[config.mk]
export PLATFORM = sky130hd
export DESIGN_NAME = rsr_regs
export DESIGN_NICKNAME = d
export VERILOG_FILES = /design/src/rsr_pkg.sv /design/src/rsr_lin_decode.sv /design/src/rsr_regs.sv
export SDC_FILE = /design/constraint.sdc
export NUM_CORES = 1
export LEC_CHECK = 0
export BUFFER_PORTS_ARGS = -buffer_cell sky130_fd_sc_hd__buf_4
export CAP_MARGIN = 15
export CORE_ASPECT_RATIO = 0.8
export CORE_MARGIN = 8
export CORE_UTILIZATION = 57
export DETAILED_ROUTE_END_ITERATION = 16
export PLACE_DENSITY_LB_ADDON = 0.3
export RECOVER_POWER = 100
export SLEW_MARGIN = 20
export SYNTH_ARGS = -nofsm -noshare
export SYNTH_HDL_FRONTEND = slang
export SYNTH_SLANG_ARGS = --single-unit
[constraint.sdc]
create_clock -name CLOCK -period 4.4 [get_ports CLOCK]
set_input_delay 0.22 -clock CLOCK [delete_from_list [all_inputs] [get_ports CLOCK]]
set_output_delay 0.22 -clock CLOCK [all_outputs]
set_load 0.02 [all_outputs]
[src/rsr_pkg.sv]
// constants for the regulator setpoint register bank
// assumes an 8-bit register port driven by the device's serial host interface
package rsr_pkg;
  // ----------------------------------------------------------------------------
  // register offsets
  // ----------------------------------------------------------------------------
  localparam logic [7:0] RAIL0_SCALED_VOLTAGE_TARGET_OFS = 8'h3f;
  localparam logic [7:0] LINEAR_REG0_VOLTAGE_OFS = 8'h48;
  localparam logic [7:0] LINEAR_REG0_CONTROL_OFS = 8'h49;
  localparam logic [7:0] LINEAR_REG1_VOLTAGE_OFS = 8'h4a;

  // ----------------------------------------------------------------------------
  // field positions
  // ----------------------------------------------------------------------------
  localparam int LR_OFFSET_BIT = 7;
  localparam int LR_CODE_MSB = 6;
  localparam int CTRL_MODE_BIT = 4;
  localparam int CTRL_DISCH_BIT = 3;
  localparam int CTRL_SLOT_MSB = 2;
  localparam int CTRL_W = 5;
  localparam logic [7:0] CTRL_RD_MASK = 8'h1f;

  // ----------------------------------------------------------------------------
  // reset values; the linear regulator voltage and control fields are factory trimmed
  // ----------------------------------------------------------------------------
  localparam logic [7:0] RAIL0_RST = 8'h00;
  localparam logic [7:0] LR0_VOLT_RST = 8'h00;
  localparam logic [7:0] LR0_CTRL_RST = 8'h04;
  localparam logic [7:0] LR1_VOLT_RST = 8'h00;

  // ----------------------------------------------------------------------------
  // voltage decode, in millivolts
  // ----------------------------------------------------------------------------
  localparam int MV_W = 13;
  localparam logic [12:0] BASE_MV = 13'h01f4;
  localparam logic [12:0] STEP_MV = 13'h0019;
  localparam logic [12:0] OFFSET_MV = 13'h052d;
  localparam logic [12:0] RAIL0_MAX_MV = 13'h157c;
  localparam logic [12:0] LR_OFS_MAX_MV = 13'h1388;
  localparam logic [7:0] RAIL0_SAT_CODE = 8'hc8;

  // ----------------------------------------------------------------------------
  // enable field codes
  // ----------------------------------------------------------------------------
  localparam logic [2:0] EN_FORCE_OFF_A = 3'h4;
  localparam logic [2:0] EN_FORCE_OFF_B = 3'h5;
  localparam logic [2:0] EN_FORCE_ON_A = 3'h6;
  localparam logic [2:0] EN_FORCE_ON_B = 3'h7;
endpackage

[src/rsr_lin_decode.sv]
// linear regulator target decode: 7-bit code plus offset select to millivolts
// assumes the caller registers the result
`timescale 1ns/10ps
module rsr_lin_decode (
  input wire logic [6:0] code,
  input wire logic offset_sel,
  output logic [12:0] mv
);
  import rsr_pkg::*;
  // ----------------------------------------------------------------------------
  // decode
  // ----------------------------------------------------------------------------
  always_comb begin
    mv = BASE_MV + 13'(13'(code) * STEP_MV);
    if (offset_sel) begin
      mv = mv + OFFSET_MV;
    end
  end
endmodule

[src/rsr_regs.sv]
// regulator setpoint register bank with decoded analog control outputs
// assumes an 8-bit register port from the serial host interface, synchronous to CLOCK
// Notes on behaviour
// rail 0 target code is linear: 0.500V at zero, 25mV per step.
// rail 0 codes 0xC8 to 0xFF all give 5.500V.
// linear regulator 7-bit code is linear: 0.500V to 3.675V in 25mV steps.
// offset bit 7 adds 1.325V to the linear regulator target.
// with offset set the code spans 1.825V to 5V.
// control bit 4 picks low-dropout (0) or load-switch (1) mode.
// control bit 3 discharges the output while regulator 0 is disabled.
// enable codes 0 to 3 assign regulator 0 to sequencer slots 0 to 3.
// enable codes 4 and 5 force regulator 0 off.
// enable codes 6 and 7 force regulator 0 on.
// control bits 7:5 ignore writes, read zero; other fields read back.
`timescale 1ns/10ps
module rsr_regs #(
  parameter logic [7:0] LR0_VOLT_INIT = rsr_pkg::LR0_VOLT_RST,
  parameter logic [7:0] LR0_CTRL_INIT = rsr_pkg::LR0_CTRL_RST,
  parameter logic [7:0] LR1_VOLT_INIT = rsr_pkg::LR1_VOLT_RST
) (
  input wire logic CLOCK,
  input wire logic RST_B,
  input wire logic [7:0] REG_ADDR,
  input wire logic REG_WR,
  input wire logic [7:0] REG_WDATA,
  input wire logic REG_RD,
  output logic [7:0] REG_RDATA,
  input wire logic [3:0] SEQ_SLOT_ON,
  output logic [rsr_pkg::MV_W-1:0] RAIL0_TARGET_MV,
  output logic [rsr_pkg::MV_W-1:0] LINREG0_TARGET_MV,
  output logic [rsr_pkg::MV_W-1:0] LINREG1_TARGET_MV,
  output logic LINREG0_LOAD_SWITCH,
  output logic LINREG0_ENABLED,
  output logic LINREG0_DISCHARGE_ON,
  output logic LINREG0_SEQ_ASSIGNED,
  output logic [1:0] LINREG0_SEQ_SLOT
);
  import rsr_pkg::*;

  // ----------------------------------------------------------------------------
  // register storage
  // ----------------------------------------------------------------------------
  logic [7:0] rail0_q, rail0_d;
  logic [7:0] lr0_volt_q, lr0_volt_d;
  logic [CTRL_W-1:0] lr0_ctrl_q, lr0_ctrl_d;
  logic [7:0] lr1_volt_q, lr1_volt_d;
  logic [7:0] rdata_q, rdata_d;

  always_comb begin
    rail0_d = rail0_q;
    lr0_volt_d = lr0_volt_q;
    lr0_ctrl_d = lr0_ctrl_q;
    lr1_volt_d = lr1_volt_q;
    rdata_d = rdata_q;
    if (REG_WR) begin
      case (REG_ADDR)
        RAIL0_SCALED_VOLTAGE_TARGET_OFS: rail0_d = REG_WDATA;
        LINEAR_REG0_VOLTAGE_OFS: lr0_volt_d = REG_WDATA;
        LINEAR_REG0_CONTROL_OFS: lr0_ctrl_d = REG_WDATA[CTRL_W-1:0];
        LINEAR_REG1_VOLTAGE_OFS: lr1_volt_d = REG_WDATA;
        default: ;
      endcase
    end
    // a read in the same cycle as a write returns the old value
    if (REG_RD) begin
      case (REG_ADDR)
        RAIL0_SCALED_VOLTAGE_TARGET_OFS: rdata_d = rail0_q;
        LINEAR_REG0_VOLTAGE_OFS: rdata_d = lr0_volt_q;
        LINEAR_REG0_CONTROL_OFS: rdata_d = {3'h0, lr0_ctrl_q};
        LINEAR_REG1_VOLTAGE_OFS: rdata_d = lr1_volt_q;
        default: rdata_d = 8'h00;
      endcase
    end
  end

  // reset can only load constants, so the factory trims are parameters
  always_ff @(posedge CLOCK or negedge RST_B) begin
    if (!RST_B) begin
      rail0_q <= RAIL0_RST;
      lr0_volt_q <= LR0_VOLT_INIT;
      lr0_ctrl_q <= LR0_CTRL_INIT[CTRL_W-1:0];
      lr1_volt_q <= LR1_VOLT_INIT;
      rdata_q <= 8'h00;
    end else begin
      rail0_q <= rail0_d;
      lr0_volt_q <= lr0_volt_d;
      lr0_ctrl_q <= lr0_ctrl_d;
      lr1_volt_q <= lr1_volt_d;
      rdata_q <= rdata_d;
    end
  end

  // ----------------------------------------------------------------------------
  // voltage decode
  // ----------------------------------------------------------------------------
  logic [7:0] lr_volt [2];
  logic [MV_W-1:0] lr_mv [2];
  assign lr_volt[0] = lr0_volt_q;
  assign lr_volt[1] = lr1_volt_q;

  genvar gi;
  generate
    for (gi = 0; gi < 2; gi++) begin : g_lr
      rsr_lin_decode u_dec (
        .code(lr_volt[gi][LR_CODE_MSB:0]),
        .offset_sel(lr_volt[gi][LR_OFFSET_BIT]),
        .mv(lr_mv[gi])
      );
    end
  endgenerate

  // ----------------------------------------------------------------------------
  // analog control outputs
  // ----------------------------------------------------------------------------
  logic [MV_W-1:0] rail0_mv_q, rail0_mv_d, lr0_mv_q, lr1_mv_q;
  logic loadsw_q, loadsw_d, en_q, en_d, disch_q, disch_d, assigned_q, assigned_d;
  logic [1:0] slot_q, slot_d;
  logic [2:0] en_field;

  always_comb begin
    en_field = lr0_ctrl_q[CTRL_SLOT_MSB:0];
    // saturate rather than run past the top of the range
    if (rail0_q >= RAIL0_SAT_CODE) begin
      rail0_mv_d = RAIL0_MAX_MV;
    end else begin
      rail0_mv_d = BASE_MV + 13'(13'(rail0_q) * STEP_MV);
    end
    loadsw_d = lr0_ctrl_q[CTRL_MODE_BIT];
    slot_d = en_field[1:0];
    assigned_d = 1'b0;
    case (en_field)
      EN_FORCE_OFF_A, EN_FORCE_OFF_B: en_d = 1'b0;
      EN_FORCE_ON_A, EN_FORCE_ON_B: en_d = 1'b1;
      default: begin
        assigned_d = 1'b1;
        en_d = SEQ_SLOT_ON[en_field[1:0]];
      end
    endcase
    disch_d = lr0_ctrl_q[CTRL_DISCH_BIT] & ~en_d;
  end

  always_ff @(posedge CLOCK or negedge RST_B) begin
    if (!RST_B) begin
      rail0_mv_q <= 13'h0000;
      lr0_mv_q <= 13'h0000;
      lr1_mv_q <= 13'h0000;
      loadsw_q <= 1'b0;
      en_q <= 1'b0;
      disch_q <= 1'b0;
      assigned_q <= 1'b0;
      slot_q <= 2'h0;
    end else begin
      rail0_mv_q <= rail0_mv_d;
      lr0_mv_q <= lr_mv[0];
      lr1_mv_q <= lr_mv[1];
      loadsw_q <= loadsw_d;
      en_q <= en_d;
      disch_q <= disch_d;
      assigned_q <= assigned_d;
      slot_q <= slot_d;
    end
  end

  assign REG_RDATA = rdata_q;
  assign RAIL0_TARGET_MV = rail0_mv_q;
  assign LINREG0_TARGET_MV = lr0_mv_q;
  assign LINREG1_TARGET_MV = lr1_mv_q;
  assign LINREG0_LOAD_SWITCH = loadsw_q;
  assign LINREG0_ENABLED = en_q;
  assign LINREG0_DISCHARGE_ON = disch_q;
  assign LINREG0_SEQ_ASSIGNED = assigned_q;
  assign LINREG0_SEQ_SLOT = slot_q;

  // ----------------------------------------------------------------------------
  // assertions
  // ----------------------------------------------------------------------------
  // output flops first load one edge after release, so checks arm one edge late
  logic chk_armed_q;
  always_ff @(posedge CLOCK or negedge RST_B) begin
    if (!RST_B) begin
      chk_armed_q <= 1'b0;
    end else begin
      chk_armed_q <= 1'b1;
    end
  end
endmodule

==> results of run 1 <==
==> sequential cells by signal (all words and copies together) (netlist names), 2 cells and up <==
| name | count |
|---|---|
| lr0_volt_q | 8 |
| LINREG0_SEQ_SLOT | 2 |
| LINREG0_TARGET_MV | 13 |
| RAIL0_TARGET_MV | 13 |
| rail0_q | 8 |
| REG_RDATA | 8 |
| lr1_volt_q | 8 |
| LINREG1_TARGET_MV | 13 |
| lr0_ctrl_q | 5 |
==> worst register-to-register path, stage by stage (launching register included) <==
cell	delay, ns
dfrtp_1	0.48
inv_1	0.11
ha_1	0.29
inv_1	0.05
fa_1	0.45
ha_1	0.33
ha_1	0.30
a211oi_1	0.09
nor3b_1	0.52
o21ai_0	0.15
a21oi_1	0.36
o221ai_1	0.18
xnor2_1	0.15
==> per-layer routing <==
metal | share of wire | wire length [microns]
met1 | 0.48 | 6233
met2 | 0.44 | 5816
met3 | 0.064 | 837
met4 | 0.016 | 210
met5 | 0 | 0
==> what timing repair did <==
item	CTS	global route
hold buffers	0	1
resized for setup	0	0
endpoints found under the hold margin	0	32
==> path summary, 6_finish.rpt <==
kind	from	to	slack, ns	cells past startpoint
setup / recovery	lr1_volt_q[2]$_DFFE_PN0P_	LINREG1_TARGET_MV[12]$_DFF_PN0_	0.81	12
hold / removal	REG_WDATA[5]	lr1_volt_q[5]$_DFFE_PN0P_	0.13	2
setup reg to reg	lr1_volt_q[2]$_DFFE_PN0P_	LINREG1_TARGET_MV[12]$_DFF_PN0_	0.81	12
hold reg to reg	lr0_ctrl_q[4]$_DFFE_PN0P_	LINREG0_LOAD_SWITCH$_DFF_PN0_	0.47	0
max in group asynchronous	RST_B	RAIL0_TARGET_MV[9]$_DFF_PN0_	2.23	2
min in group asynchronous	RST_B	LINREG0_TARGET_MV[11]$_DFF_PN0_	0.97	2
==> report_power, final <==
part           leakage (nW)  total [mW]  internal (mW)  switching [mW]
clock                 0.141       0.740          0.397           0.342
combinational          1.99       0.819          0.312           0.507
sequential             1.05       0.900          0.852          0.0482
==> layout make-up <==
cell class / instances / area share
clock inverters: 7 / 0.01026
well taps: 119 / 0.02349
flip-flops and latches: 82 / 0.3239
repair buffers: 77 / 0.05861
clock buffers: 9 / 0.03552
multi-input cells: 363 / 0.5038
inverters: 75 / 0.04440
==> cells in the mapped netlist, types with 2 or more instances <==
cell type  instances  area (sq um)
xnor2_1           22         192.7
dfrtp_1           81          2027
mux2i_1            3         30.03
o2bb2ai_1          2         17.52
o21a_1             9         67.56
nor3_1            10         50.05
nor2_1            22         82.58
o22ai_1           12         75.07
xor2_1            14         122.6
inv_1             75         281.5
o21bai_1           6         45.04
o21ai_0           12         60.06
ha_1              95          1189
a22o_1             2         17.52
nor3b_4            2         37.54
buf_1              2         7.510
nand2b_1          11         68.82
a21o_1             3         22.52
a211oi_1           4         30.03
nand2_1           25         93.84
a222oi_1           4         40.04
a31oi_1            4         25.02
nand3_1            2         10.01
nand4b_1           2         17.52
a21bo_2            3         30.03
nor4_1             3         18.77
a21oi_1           18         90.09
nor2b_1            2         12.51
a21boi_0           9         67.56
mux2_2            30         337.8
fa_1              10         200.2
a221oi_1           3         26.28
==> cells by family (layout without fill, tap and decap cells) <==
group | after synthesis | after routing | share of synthesized area
compound gates | 97 | 97 | 0.1178
xor+xnor | 36 | 36 | 0.05624
fa+ha+maj | 105 | 105 | 0.2477
buf+inv | 78 | 168 | 0.05222
flops | 82 | 82 | 0.3662
mux | 33 | 33 | 0.06561
simple gates | 92 | 92 | 0.09418
==> through the flow <==
step	setup slack, ns	instances	power [mW]
finish	0.8080	732	2.459
global route	0.5279	732	2.622
CTS	0.8300	731	2.554
detailed placement	0.8872	715	1.800
global placement	0.9551	715	1.780
floorplan	1.199	523	1.500
==> results.sh, run 1 <==
export IMPL_hold_worst_slack_ns=0.1289
export IMPL_crit_top_cell="ha_1"
export IMPL_area_growth_pct=13.08
export IMPL_std_cell_rows=32
export IMPL_synth_cells=523
export IMPL_hold_violations=0
export IMPL_cts_num_sinks=82
export IMPL_fillCellCount=770
export IMPL_crit_chain="inv_1 > ha_1 > inv_1 > fa_1 > ha_1 > ha_1 > a211oi_1 > nor3b_1 > o21ai_0 > a21oi_1 > o221ai_1 > xnor2_1"
export IMPL_failed_checks="max-capacitance violations, max-slew violations"
export IMPL_grt_busiest_layer="met2"
export IMPL_drv_cap=1
export IMPL_drc=0
export IMPL_clk_pin_slew_ns=0.07
export IMPL_syn_nets=652
export IMPL_drt_pass1_iterations=4
export IMPL_cts_buffers=9
export IMPL_placed_area_sq_mm=0.006315
export IMPL_io_pins=77
export IMPL_critPathKind="reg2reg"
export IMPL_detail_route_wl_per_cell_microns=17.89
export IMPL_p_leak_nw=3.183
export IMPL_setup_viol=0
export IMPL_drtIter0Drc=277
export IMPL_synth_cell_types=53
export IMPL_ff_latch_area_sq_mm=0.002053
export IMPL_routed_wl_mm=13.10
export IMPL_grtUsageMet1=0.2837
export IMPL_slowest_stage="nor3b_1"
export IMPL_critPathMaxStageDelay_ns=0.52
export IMPL_gp_congestion=0.8443
export IMPL_avgSynthCellArea_sq_um=10.72
export IMPL_grt_use_total=0.2068
export IMPL_ys_seq_area_frac=0.3662
export IMPL_critPathRequiredTime_ns=4.62
export IMPL_period_share=0.8164
export IMPL_fin_crit_ns=3.592
export IMPL_ys_dominant_reg_cell="dfrtp_1"
export IMPL_cts_tree="yes"
export IMPL_outcome="complete, but fails checks"
export IMPL_cts_max_level=3
export IMPL_arrival_ns=3.82
export IMPL_die_x_microns=126.9
export IMPL_post_cts_buffers=0
export IMPL_grt_overflow_total=0
export IMPL_finalInstanceArea_sq_mm=0.006340
export IMPL_die_y_microns=104.7
export IMPL_worst_pin_slew_ns=2.006
export IMPL_drive_gt1_frac=0.1175
export IMPL_vias_per_cell=5.620
export IMPL_dp_final_hpwl_mm=9.728
export IMPL_root_buffer="clkbuf_16"
export IMPL_fin_util=0.6598
export IMPL_power_density_mw_per_mm2=387.8
export IMPL_core_sq_mm=0.009609
export IMPL_synth_area_sq_mm=0.005607
export IMPL_mostFrequentLayoutCells="ha_1 (95), dfrtp_1 (81), inv_1 (75), clkbuf_1 (55), mux2_2 (30)"
export IMPL_nNetsFinal=737
export IMPL_finClkSkew_ns=0.008540
export IMPL_rsz0062_at_grt="no"
export IMPL_use_met3=0.05333
export IMPL_clk_latency_ns=0.34
export IMPL_antenna_cells=0
export IMPL_endpoint_kind="flip-flop"
export IMPL_multi_input_area_sq_mm=0.003194
export IMPL_antenna_found_initial=0
export IMPL_globalRouteMet2Util=0.3173
export IMPL_portBuffers=76
export IMPL_slew_violations=83
export IMPL_hp_class="in2reg"
export IMPL_critPathLaunchType="flip-flop"
export IMPL_crit_buf_inv=2
export IMPL_async_flop_share=1.000
export IMPL_synth_warning_count=0
export IMPL_start_util=0.5835
export IMPL_dieArea_sq_mm=0.01329
export IMPL_drtAntennaViolNets=0
export IMPL_cpLargestDelayFamily="adder cells"
export IMPL_cts_buffer_depth=2
export IMPL_num_vias=4114
export IMPL_fmax_ghz=0.2784
export IMPL_synth_edf_count=0
export IMPL_ys_ff_latch=82
export IMPL_grt_pass1_vias=4303
export IMPL_final_common_cell="ha_1"
export IMPL_irDropWorstVdd_mv=0.1998
export IMPL_path_max_fanout=8
export IMPL_slew_headroom=-0.3372
export IMPL_setup_tns_ns=0
export IMPL_grt_pass1_wl_mm=22.22
export IMPL_grt_max_degree=83
No activity file was read; power rests on OpenSTA's default activity.
==> run 2, diff against run 1 <==
--- a/config.mk
+++ b/config.mk
@@ -5,11 +5,12 @@
 export SDC_FILE = /design/constraint.sdc
 export NUM_CORES = 1
 export LEC_CHECK = 0
+export ABC_AREA = 1
 export BUFFER_PORTS_ARGS = -buffer_cell sky130_fd_sc_hd__buf_4
 export CAP_MARGIN = 15
 export CORE_ASPECT_RATIO = 0.8
 export CORE_MARGIN = 8
-export CORE_UTILIZATION = 57
+export CORE_UTILIZATION = 53
 export DETAILED_ROUTE_END_ITERATION = 16
 export PLACE_DENSITY_LB_ADDON = 0.3
 export RECOVER_POWER = 100
==> constraint.sdc (replaced) <==
create_clock -name CLOCK -period 3.1 [get_ports CLOCK]
set_input_delay 0.155 -clock CLOCK [delete_from_list [all_inputs] [get_ports CLOCK]]
set_output_delay 0.155 -clock CLOCK [all_outputs]
set_load 0.02 [all_outputs]
==> results.sh, run 2 <==
export IMPL_outcome="complete, but fails checks"
export IMPL_failed_checks="max-capacitance violations, max-slew violations"
export IMPL_synth_top_area_share=0.3470
export IMPL_fmax_ghz=0.3360
export IMPL_avgSynthCellArea_sq_um=8.730
export IMPL_drc=0
export IMPL_mostFrequentLayoutCells="nand2_1 (147), inv_1 (100), ha_1 (84), dfrtp_1 (79), clkbuf_1 (55)"
export IMPL_cts_tree="yes"
export IMPL_path_max_fanout=6
export IMPL_synth_cells=669
export IMPL_placed_area_sq_mm=0.006598
export IMPL_reg2reg_slack_ns=0.12
export IMPL_drt_pass1_iterations=5
export IMPL_clk_latency_ns=0.34
export IMPL_hp_class="in2reg"
export IMPL_p_leak_nw=3.662
export IMPL_std_cell_rows=34
export IMPL_synth_area_sq_mm=0.005841
export IMPL_whs_path_depth=3
export IMPL_die_x_microns=133.4
export IMPL_crit_top_cell="nand2_1"
export IMPL_synthTopCellsByArea="dfrtp_1 (35%), ha_1 (20%), nand2_1 (9.4%)"
export IMPL_die_y_microns=109.9
export IMPL_clk_pin_slew_ns=0.07
export IMPL_antenna_found_initial=0
export IMPL_drtAntennaViolNets=0
export IMPL_fin_crit_ns=2.976
export IMPL_hold_violations=0
export IMPL_finClkSkew_ns=0.005253
export IMPL_slew_violations=83
export IMPL_finalInstanceArea_sq_mm=0.006857
export IMPL_slew_headroom=-0.3593
export IMPL_grt_pass1_wl_mm=22.42
export IMPL_synth_top_area_cell="dfrtp_1"
export IMPL_detail_route_wl_per_cell_microns=15.03
export IMPL_worst_pin_slew_ns=2.039
export IMPL_dp_final_hpwl_mm=10.06
export IMPL_synth_warning_count=0
export IMPL_area_growth_pct=17.40
export IMPL_gp_congestion=0.8200
export IMPL_antenna_cells=0
export IMPL_vias_per_cell=5.238
export IMPL_critPathRequiredTime_ns=3.34
export IMPL_setup_tns_ns=0
export IMPL_setup_viol=0
export IMPL_io_pins=77
export IMPL_nNetsFinal=896
export IMPL_grt_overflow_total=0
export IMPL_dieArea_sq_mm=0.01466
export IMPL_timing_rr_end="LINREG1_TARGET_MV[12]$_DFF_PN0_"
export IMPL_critPathMaxStageDelay_ns=0.42
export IMPL_syn_nets=798
export IMPL_num_vias=4798
export IMPL_grt_use_total=0.1881
export IMPL_start_util=0.5405
export IMPL_arrival_ns=3.21
export IMPL_ys_seq_area_frac=0.3515
export IMPL_power_density_mw_per_mm2=537.0
export IMPL_drtIter0Drc=266
export IMPL_drv_cap=1
export IMPL_async_flop_share=1.000
export IMPL_cts_max_level=3
export IMPL_rr_startpoint="lr1_volt_q[2]$_DFFE_PN0P_"
export IMPL_grt_pass1_vias=4756
export IMPL_root_buffer="clkbuf_16"
export IMPL_reg2reg_depth=16
export IMPL_ys_dominant_reg_cell="dfrtp_1"
export IMPL_finalPower_mw=3.682
export IMPL_period_share=0.9601
export IMPL_yosysMostFrequentCell="nand2_1"
export IMPL_grt_max_degree=83
export IMPL_cts_buffer_depth=2
export IMPL_hold_worst_slack_ns=0.09223
export IMPL_rsz0062_at_grt="yes"
export IMPL_critPathKind="reg2reg"
export IMPL_ys_ff_latch=82
export IMPL_synth_edf_count=0
export IMPL_portBuffers=76
export IMPL_cts_buffers=9
export IMPL_routed_wl_mm=13.77
export IMPL_fin_util=0.6346
export IMPL_slowest_stage="fa_1"
export IMPL_endpoint_kind="flip-flop"
export IMPL_hold_path_endpoint="REG_RDATA[5]$_DFFE_PN0P_"
export IMPL_ys_top_cells_by_count="nand2_1 (146), inv_1 (113), ha_1 (95), dfrtp_1 (81), o21ai_0 (28)"
export IMPL_irDropWorstVdd_mv=0.2679
export IMPL_final_common_cell="nand2_1"
export IMPL_cts_num_sinks=82
export IMPL_core_sq_mm=0.01081
export IMPL_min_from="REG_RD"
export IMPL_synth_cell_types=42
export IMPL_crit_chain="inv_2 > ha_1 > inv_1 > fa_1 > ha_1 > ha_4 > a21oi_2 > nand2_1 > nand2_1 > nand2_1 > o21ai_1 > nand2_1 > nand2_1 > nand2_1 > nand2_1 > nand2_1"
export IMPL_critPathLaunchType="flip-flop"
export IMPL_drive_gt1_frac=0.1632
## run 2: cell types whose count changed in the layout (fill, tap and decap cells not counted), sizes merged, moves of 16 or more
| cell | before | now |
|---|---|---|
| nand2 | 27 | 163 |
| o21ai | 13 | 58 |
| inv | 80 | 119 |
| mux2 | 30 | 0 |
| nand3 | 2 | 21 |
| buf | 20 | 36 |
| xnor2 | 22 | 6 |
## run 2: power by group
| part | total, mW | internal, mW | leakage [nW] | switching (mW) |
|---|---|---|---|---|
| logic | 1.32 | 0.486 | 2.47 | 0.833 |
| registers | 1.26 | 1.21 | 1.05 | 0.0545 |
| clock network | 1.10 | 0.635 | 0.148 | 0.464 |
| total | 3.68 | 2.33 | 3.66 | 1.35 |
## run 2: layer usage
layer,global-route usage,vias up,share of wire
li1,-,2361,-
met1,0.2261,2293,0.45
met2,0.3298,114,0.48
met3,0.04612,30,0.052
met4,0.05835,0,0.019
met5,0,-,0
## run 2: kinds of logic (layout without fill, tap and decap cells)
group | count (synthesis) | after routing | share of synthesized area
simple gates | 235 | 235 | 0.1859
buf+inv | 125 | 228 | 0.08462
fa+ha+maj | 105 | 105 | 0.2378
compound gates | 100 | 100 | 0.1058
flops | 82 | 82 | 0.3515
xor+xnor | 22 | 22 | 0.03428
## run 2: worst max-delay path by stage
| stage | start | endpoint | slack (ns) |
|---|---|---|---|
| floorplan | lr0_volt_q[2]$_DFFE_PN0P_ | LINREG0_TARGET_MV[12]$_DFF_PN0_ | 0.08 |
| global placement | lr0_volt_q[1]$_DFFE_PN0P_ | LINREG0_TARGET_MV[12]$_DFF_PN0_ | 0.09 |
| detailed placement | lr0_volt_q[1]$_DFFE_PN0P_ | LINREG0_TARGET_MV[12]$_DFF_PN0_ | 0.01 |
| CTS | lr1_volt_q[3]$_DFFE_PN0P_ | LINREG1_TARGET_MV[12]$_DFF_PN0_ | 0.008 |
| global route | lr1_volt_q[2]$_DFFE_PN0P_ | LINREG1_TARGET_MV[12]$_DFF_PN0_ | -0.06 |
| finish | lr1_volt_q[2]$_DFFE_PN0P_ | LINREG1_TARGET_MV[12]$_DFF_PN0_ | 0.12 |
## run 2: layout make-up
class | instances | area (sq um)
flip-flops and latches | 82 | 2056
fillers | 938 | 3949
multi-input cells | 462 | 3374
inverters | 119 | 447.9
clock buffers | 10 | 229.0
well taps | 144 | 180.2
clock inverters | 6 | 73.82
repair buffers | 93 | 495.5
## run 2: critical path, delay by kind of cell, from the launching register on
| kind | cells | cell delay (ns) |
|---|---|---|
| adder cells (fa/ha/maj) | 4 | 1.32 |
| AND/OR/NAND/NOR | 8 | 0.61 |
| flip-flops | 1 | 0.39 |
| AO/OA/AOI/OAI | 2 | 0.36 |
| buffers and inverters | 2 | 0.18 |
## run 2: timing repair
item | 4_1_cts | 5_1_grt
pin swaps | 0 | 22
setup buffers | 0 | 9
cloned | 0 | 0
setup endpoints to repair | 1 | 13
endpoints found under the hold margin | 0 | 81
hold buffers | 0 | 1
gates resized for setup | 1 | 41
## run 2: metrics by stage
| stage | setup slack [ns] | cells |
|---|---|---|
| after floorplan | 0.08297 | 669 |
| after global placement | 0.09008 | 890 |
| after detailed placement | 0.01303 | 890 |
| after CTS | 0.007806 | 906 |
| after global routing | -0.05835 | 916 |
| final | 0.1235 | 916 |
==> run 3, diff against run 2 <==
--- a/config.mk
+++ b/config.mk
@@ -5,7 +5,6 @@
 export SDC_FILE = /design/constraint.sdc
 export NUM_CORES = 1
 export LEC_CHECK = 0
-export ABC_AREA = 1
 export BUFFER_PORTS_ARGS = -buffer_cell sky130_fd_sc_hd__buf_4
 export CAP_MARGIN = 15
 export CORE_ASPECT_RATIO = 0.8
==> results.sh, run 3 (synthesized netlist as in run 1, its figures left out) <==
export IMPL_std_cell_rows=33
export IMPL_p_seq_frac=0.334
export IMPL_pwr_share_comb=0.396
export IMPL_cts_max_level=3
export IMPL_grt_use_total=0.1901
export IMPL_dieArea_sq_mm=0.01415
export IMPL_num_vias=4307
export IMPL_routed_wl_mm=13.56
export IMPL_drtIter0Drc=346
export IMPL_power_density_mw_per_mm2=533.1
export IMPL_grt_overflow_total=0
export IMPL_nNetsFinal=772
export IMPL_swShare=0.3664
export IMPL_critPathRequiredTime_ns=3.36
export IMPL_slew_headroom=-0.3040
export IMPL_drtAntennaViolNets=0
export IMPL_setup_tns_ns=-0.03643
export IMPL_worst_pin_slew_ns=1.956
export IMPL_drv_cap=1
export IMPL_detail_route_wl_per_cell_microns=17.21
export IMPL_die_y_microns=108.0
export IMPL_period_share=1.006
export IMPL_cts_tree="yes"
export IMPL_io_pins=77
export IMPL_layout_setup_ws_ns=-0.02010
export IMPL_gp_congestion=0.8799
export IMPL_area_growth_pct=26.78
export IMPL_setup_viol=2
export IMPL_slew_violations=83
export IMPL_fin_util=0.6914
export IMPL_grt_max_degree=83
export IMPL_critPathKind="reg2reg"
export IMPL_crit_chain="inv_2 > ha_4 > inv_2 > fa_1 > ha_4 > inv_1 > fa_2 > nand2b_4 > a211oi_4 > o21a_2 > o22ai_1 > o211ai_1 > xnor2_1"
export IMPL_grt_pass1_wl_mm=21.57
export IMPL_antenna_found_initial=0
export IMPL_start_util=0.5453
export IMPL_cts_buffer_depth=2
export IMPL_drc=0
export IMPL_hold_worst_slack_ns=0.09036
export IMPL_grt_pass1_vias=4493
export IMPL_dp_final_hpwl_mm=9.850
export IMPL_clk_pin_slew_ns=0.07
export IMPL_failed_checks="max-capacitance violations, max-slew violations, negative setup slack"
export IMPL_final_common_cell="ha_1"
export IMPL_reg2reg_slack_ns=-0.02
export IMPL_p_sw_mw=1.388
export IMPL_slowest_stage="fa_1"
export IMPL_endpoint_kind="flip-flop"
export IMPL_antenna_cells=0
export IMPL_mostFrequentLayoutCells="ha_1 (78), dfrtp_1 (77), inv_1 (67), buf_4 (56), clkbuf_1 (53)"
export IMPL_clk_latency_ns=0.34
export IMPL_drt_pass1_iterations=5
export IMPL_path_max_fanout=5
export IMPL_outcome="complete, but fails checks"
export IMPL_cts_buffers=9
export IMPL_fmax_ghz=0.3205
export IMPL_finClkSkew_ns=0.005543
export IMPL_finalPower_mw=3.790
export IMPL_root_buffer="clkbuf_16"
export IMPL_hold_violations=0
export IMPL_irDropWorstVdd_mv=0.2879
export IMPL_hp_class="in2reg"
export IMPL_cts_num_sinks=82
export IMPL_portBuffers=76
export IMPL_drive_gt1_frac=0.2793
export IMPL_die_x_microns=131.0
export IMPL_core_sq_mm=0.01028
export IMPL_clockPowerShare=0.269
export IMPL_critPathMaxStageDelay_ns=0.49
export IMPL_critPathLaunchType="flip-flop"
export IMPL_rsz0062_at_grt="yes"
export IMPL_fin_crit_ns=3.120
export IMPL_vias_per_cell=5.466
export IMPL_arrival_ns=3.38
export IMPL_p_leak_nw=3.488
export IMPL_p_int_mw=2.401
-- run 3: cell types whose count changed in the layout (fill, tap and decap cells not counted), moves of 7 or more --
cell | before | now
buf_4 | 36 | 56
inv_1 | 100 | 67
inv_2 | 17 | 7
mux2_2 | 0 | 30
nand2_1 | 147 | 25
nand2_2 | 13 | 1
nand2b_1 | 0 | 9
nand3_1 | 19 | 2
nand3b_1 | 7 | 0
nand4_1 | 8 | 1
o21ai_0 | 40 | 8
o21ai_1 | 12 | 2
xnor2_1 | 4 | 22
-- run 3: layout make-up --
| type | count | area [sq um] |
|---|---|---|
| fill | 759 | 3173 |
| inverter | 75 | 284.0 |
| clock inverter | 7 | 58.81 |
| sequential | 82 | 2058 |
| clock buffer | 9 | 225.2 |
| timing repair buffer | 112 | 645.6 |
| tap | 140 | 175.2 |
| multi-input combinational | 363 | 3661 |
-- run 3: routing by layer --
layer,vias up,GRT usage,share of wire
met2,126,0.3179,0.49
met5,-,0,0
met4,0,0.05560,0.012
li1,2051,-,-
met3,18,0.04476,0.059
met1,2112,0.2404,0.44
-- run 3: worst max-delay path: cells and delay by family, from the launching register on --
kind | cells | cell delay (ns)
DFF | 1 | 0.36
AOI/OAI and AO/OA | 4 | 0.82
buffers and inverters | 3 | 0.16
adders and majority gates | 4 | 1.40
and+or+nand+nor | 1 | 0.17
xor gates and xnor gates | 1 | 0.15
-- run 3: repair_timing --
item | in CTS | in global routing
gates resized for setup | 21 | 57
buffers inserted | 5 | 2
setup endpoints to repair | 12 | 14
hold buffers | 0 | 1
pin swaps | 27 | 34
hold endpoints to repair | 0 | 81
-- run 3: final timing paths --
check | from | end | cells past startpoint
worst min-delay path | REG_WDATA[6] | rail0_q[6]$_DFFE_PN0P_ | 2
worst min register to register | lr0_ctrl_q[4]$_DFFE_PN0P_ | LINREG0_LOAD_SWITCH$_DFF_PN0_ | 0
worst max register to register | lr0_volt_q[1]$_DFFE_PN0P_ | LINREG0_TARGET_MV[12]$_DFF_PN0_ | 13
max in group asynchronous | RST_B | lr1_volt_q[5]$_DFFE_PN0P_ | 2
min in group asynchronous | RST_B | LINREG1_TARGET_MV[4]$_DFF_PN0_ | 2
worst max-delay path | lr0_volt_q[1]$_DFFE_PN0P_ | LINREG0_TARGET_MV[12]$_DFF_PN0_ | 13
-- run 3: power groups by stage --
stage | logic [mW] | registers (mW) | clock network (mW)
after floorplan | 0.703 | 1.44 | 0
after global placement | 1.34 | 1.28 | 0
after detailed placement | 1.38 | 1.29 | 0
after CTS | 1.44 | 1.27 | 1.05
after global routing | 1.63 | 1.28 | 1.08
final | 1.50 | 1.27 | 1.02
-- run 3: per-stage QoR --
stage	area (sq um)	instances	setup slack, ns
final	7108	788	-0.02010
after global routing	7108	788	-0.1102
after CTS	7000	785	-0.002452
after detailed placement	6576	764	-0.2540
after global placement	6576	764	-0.02471
after floorplan	5632	523	-0.03993
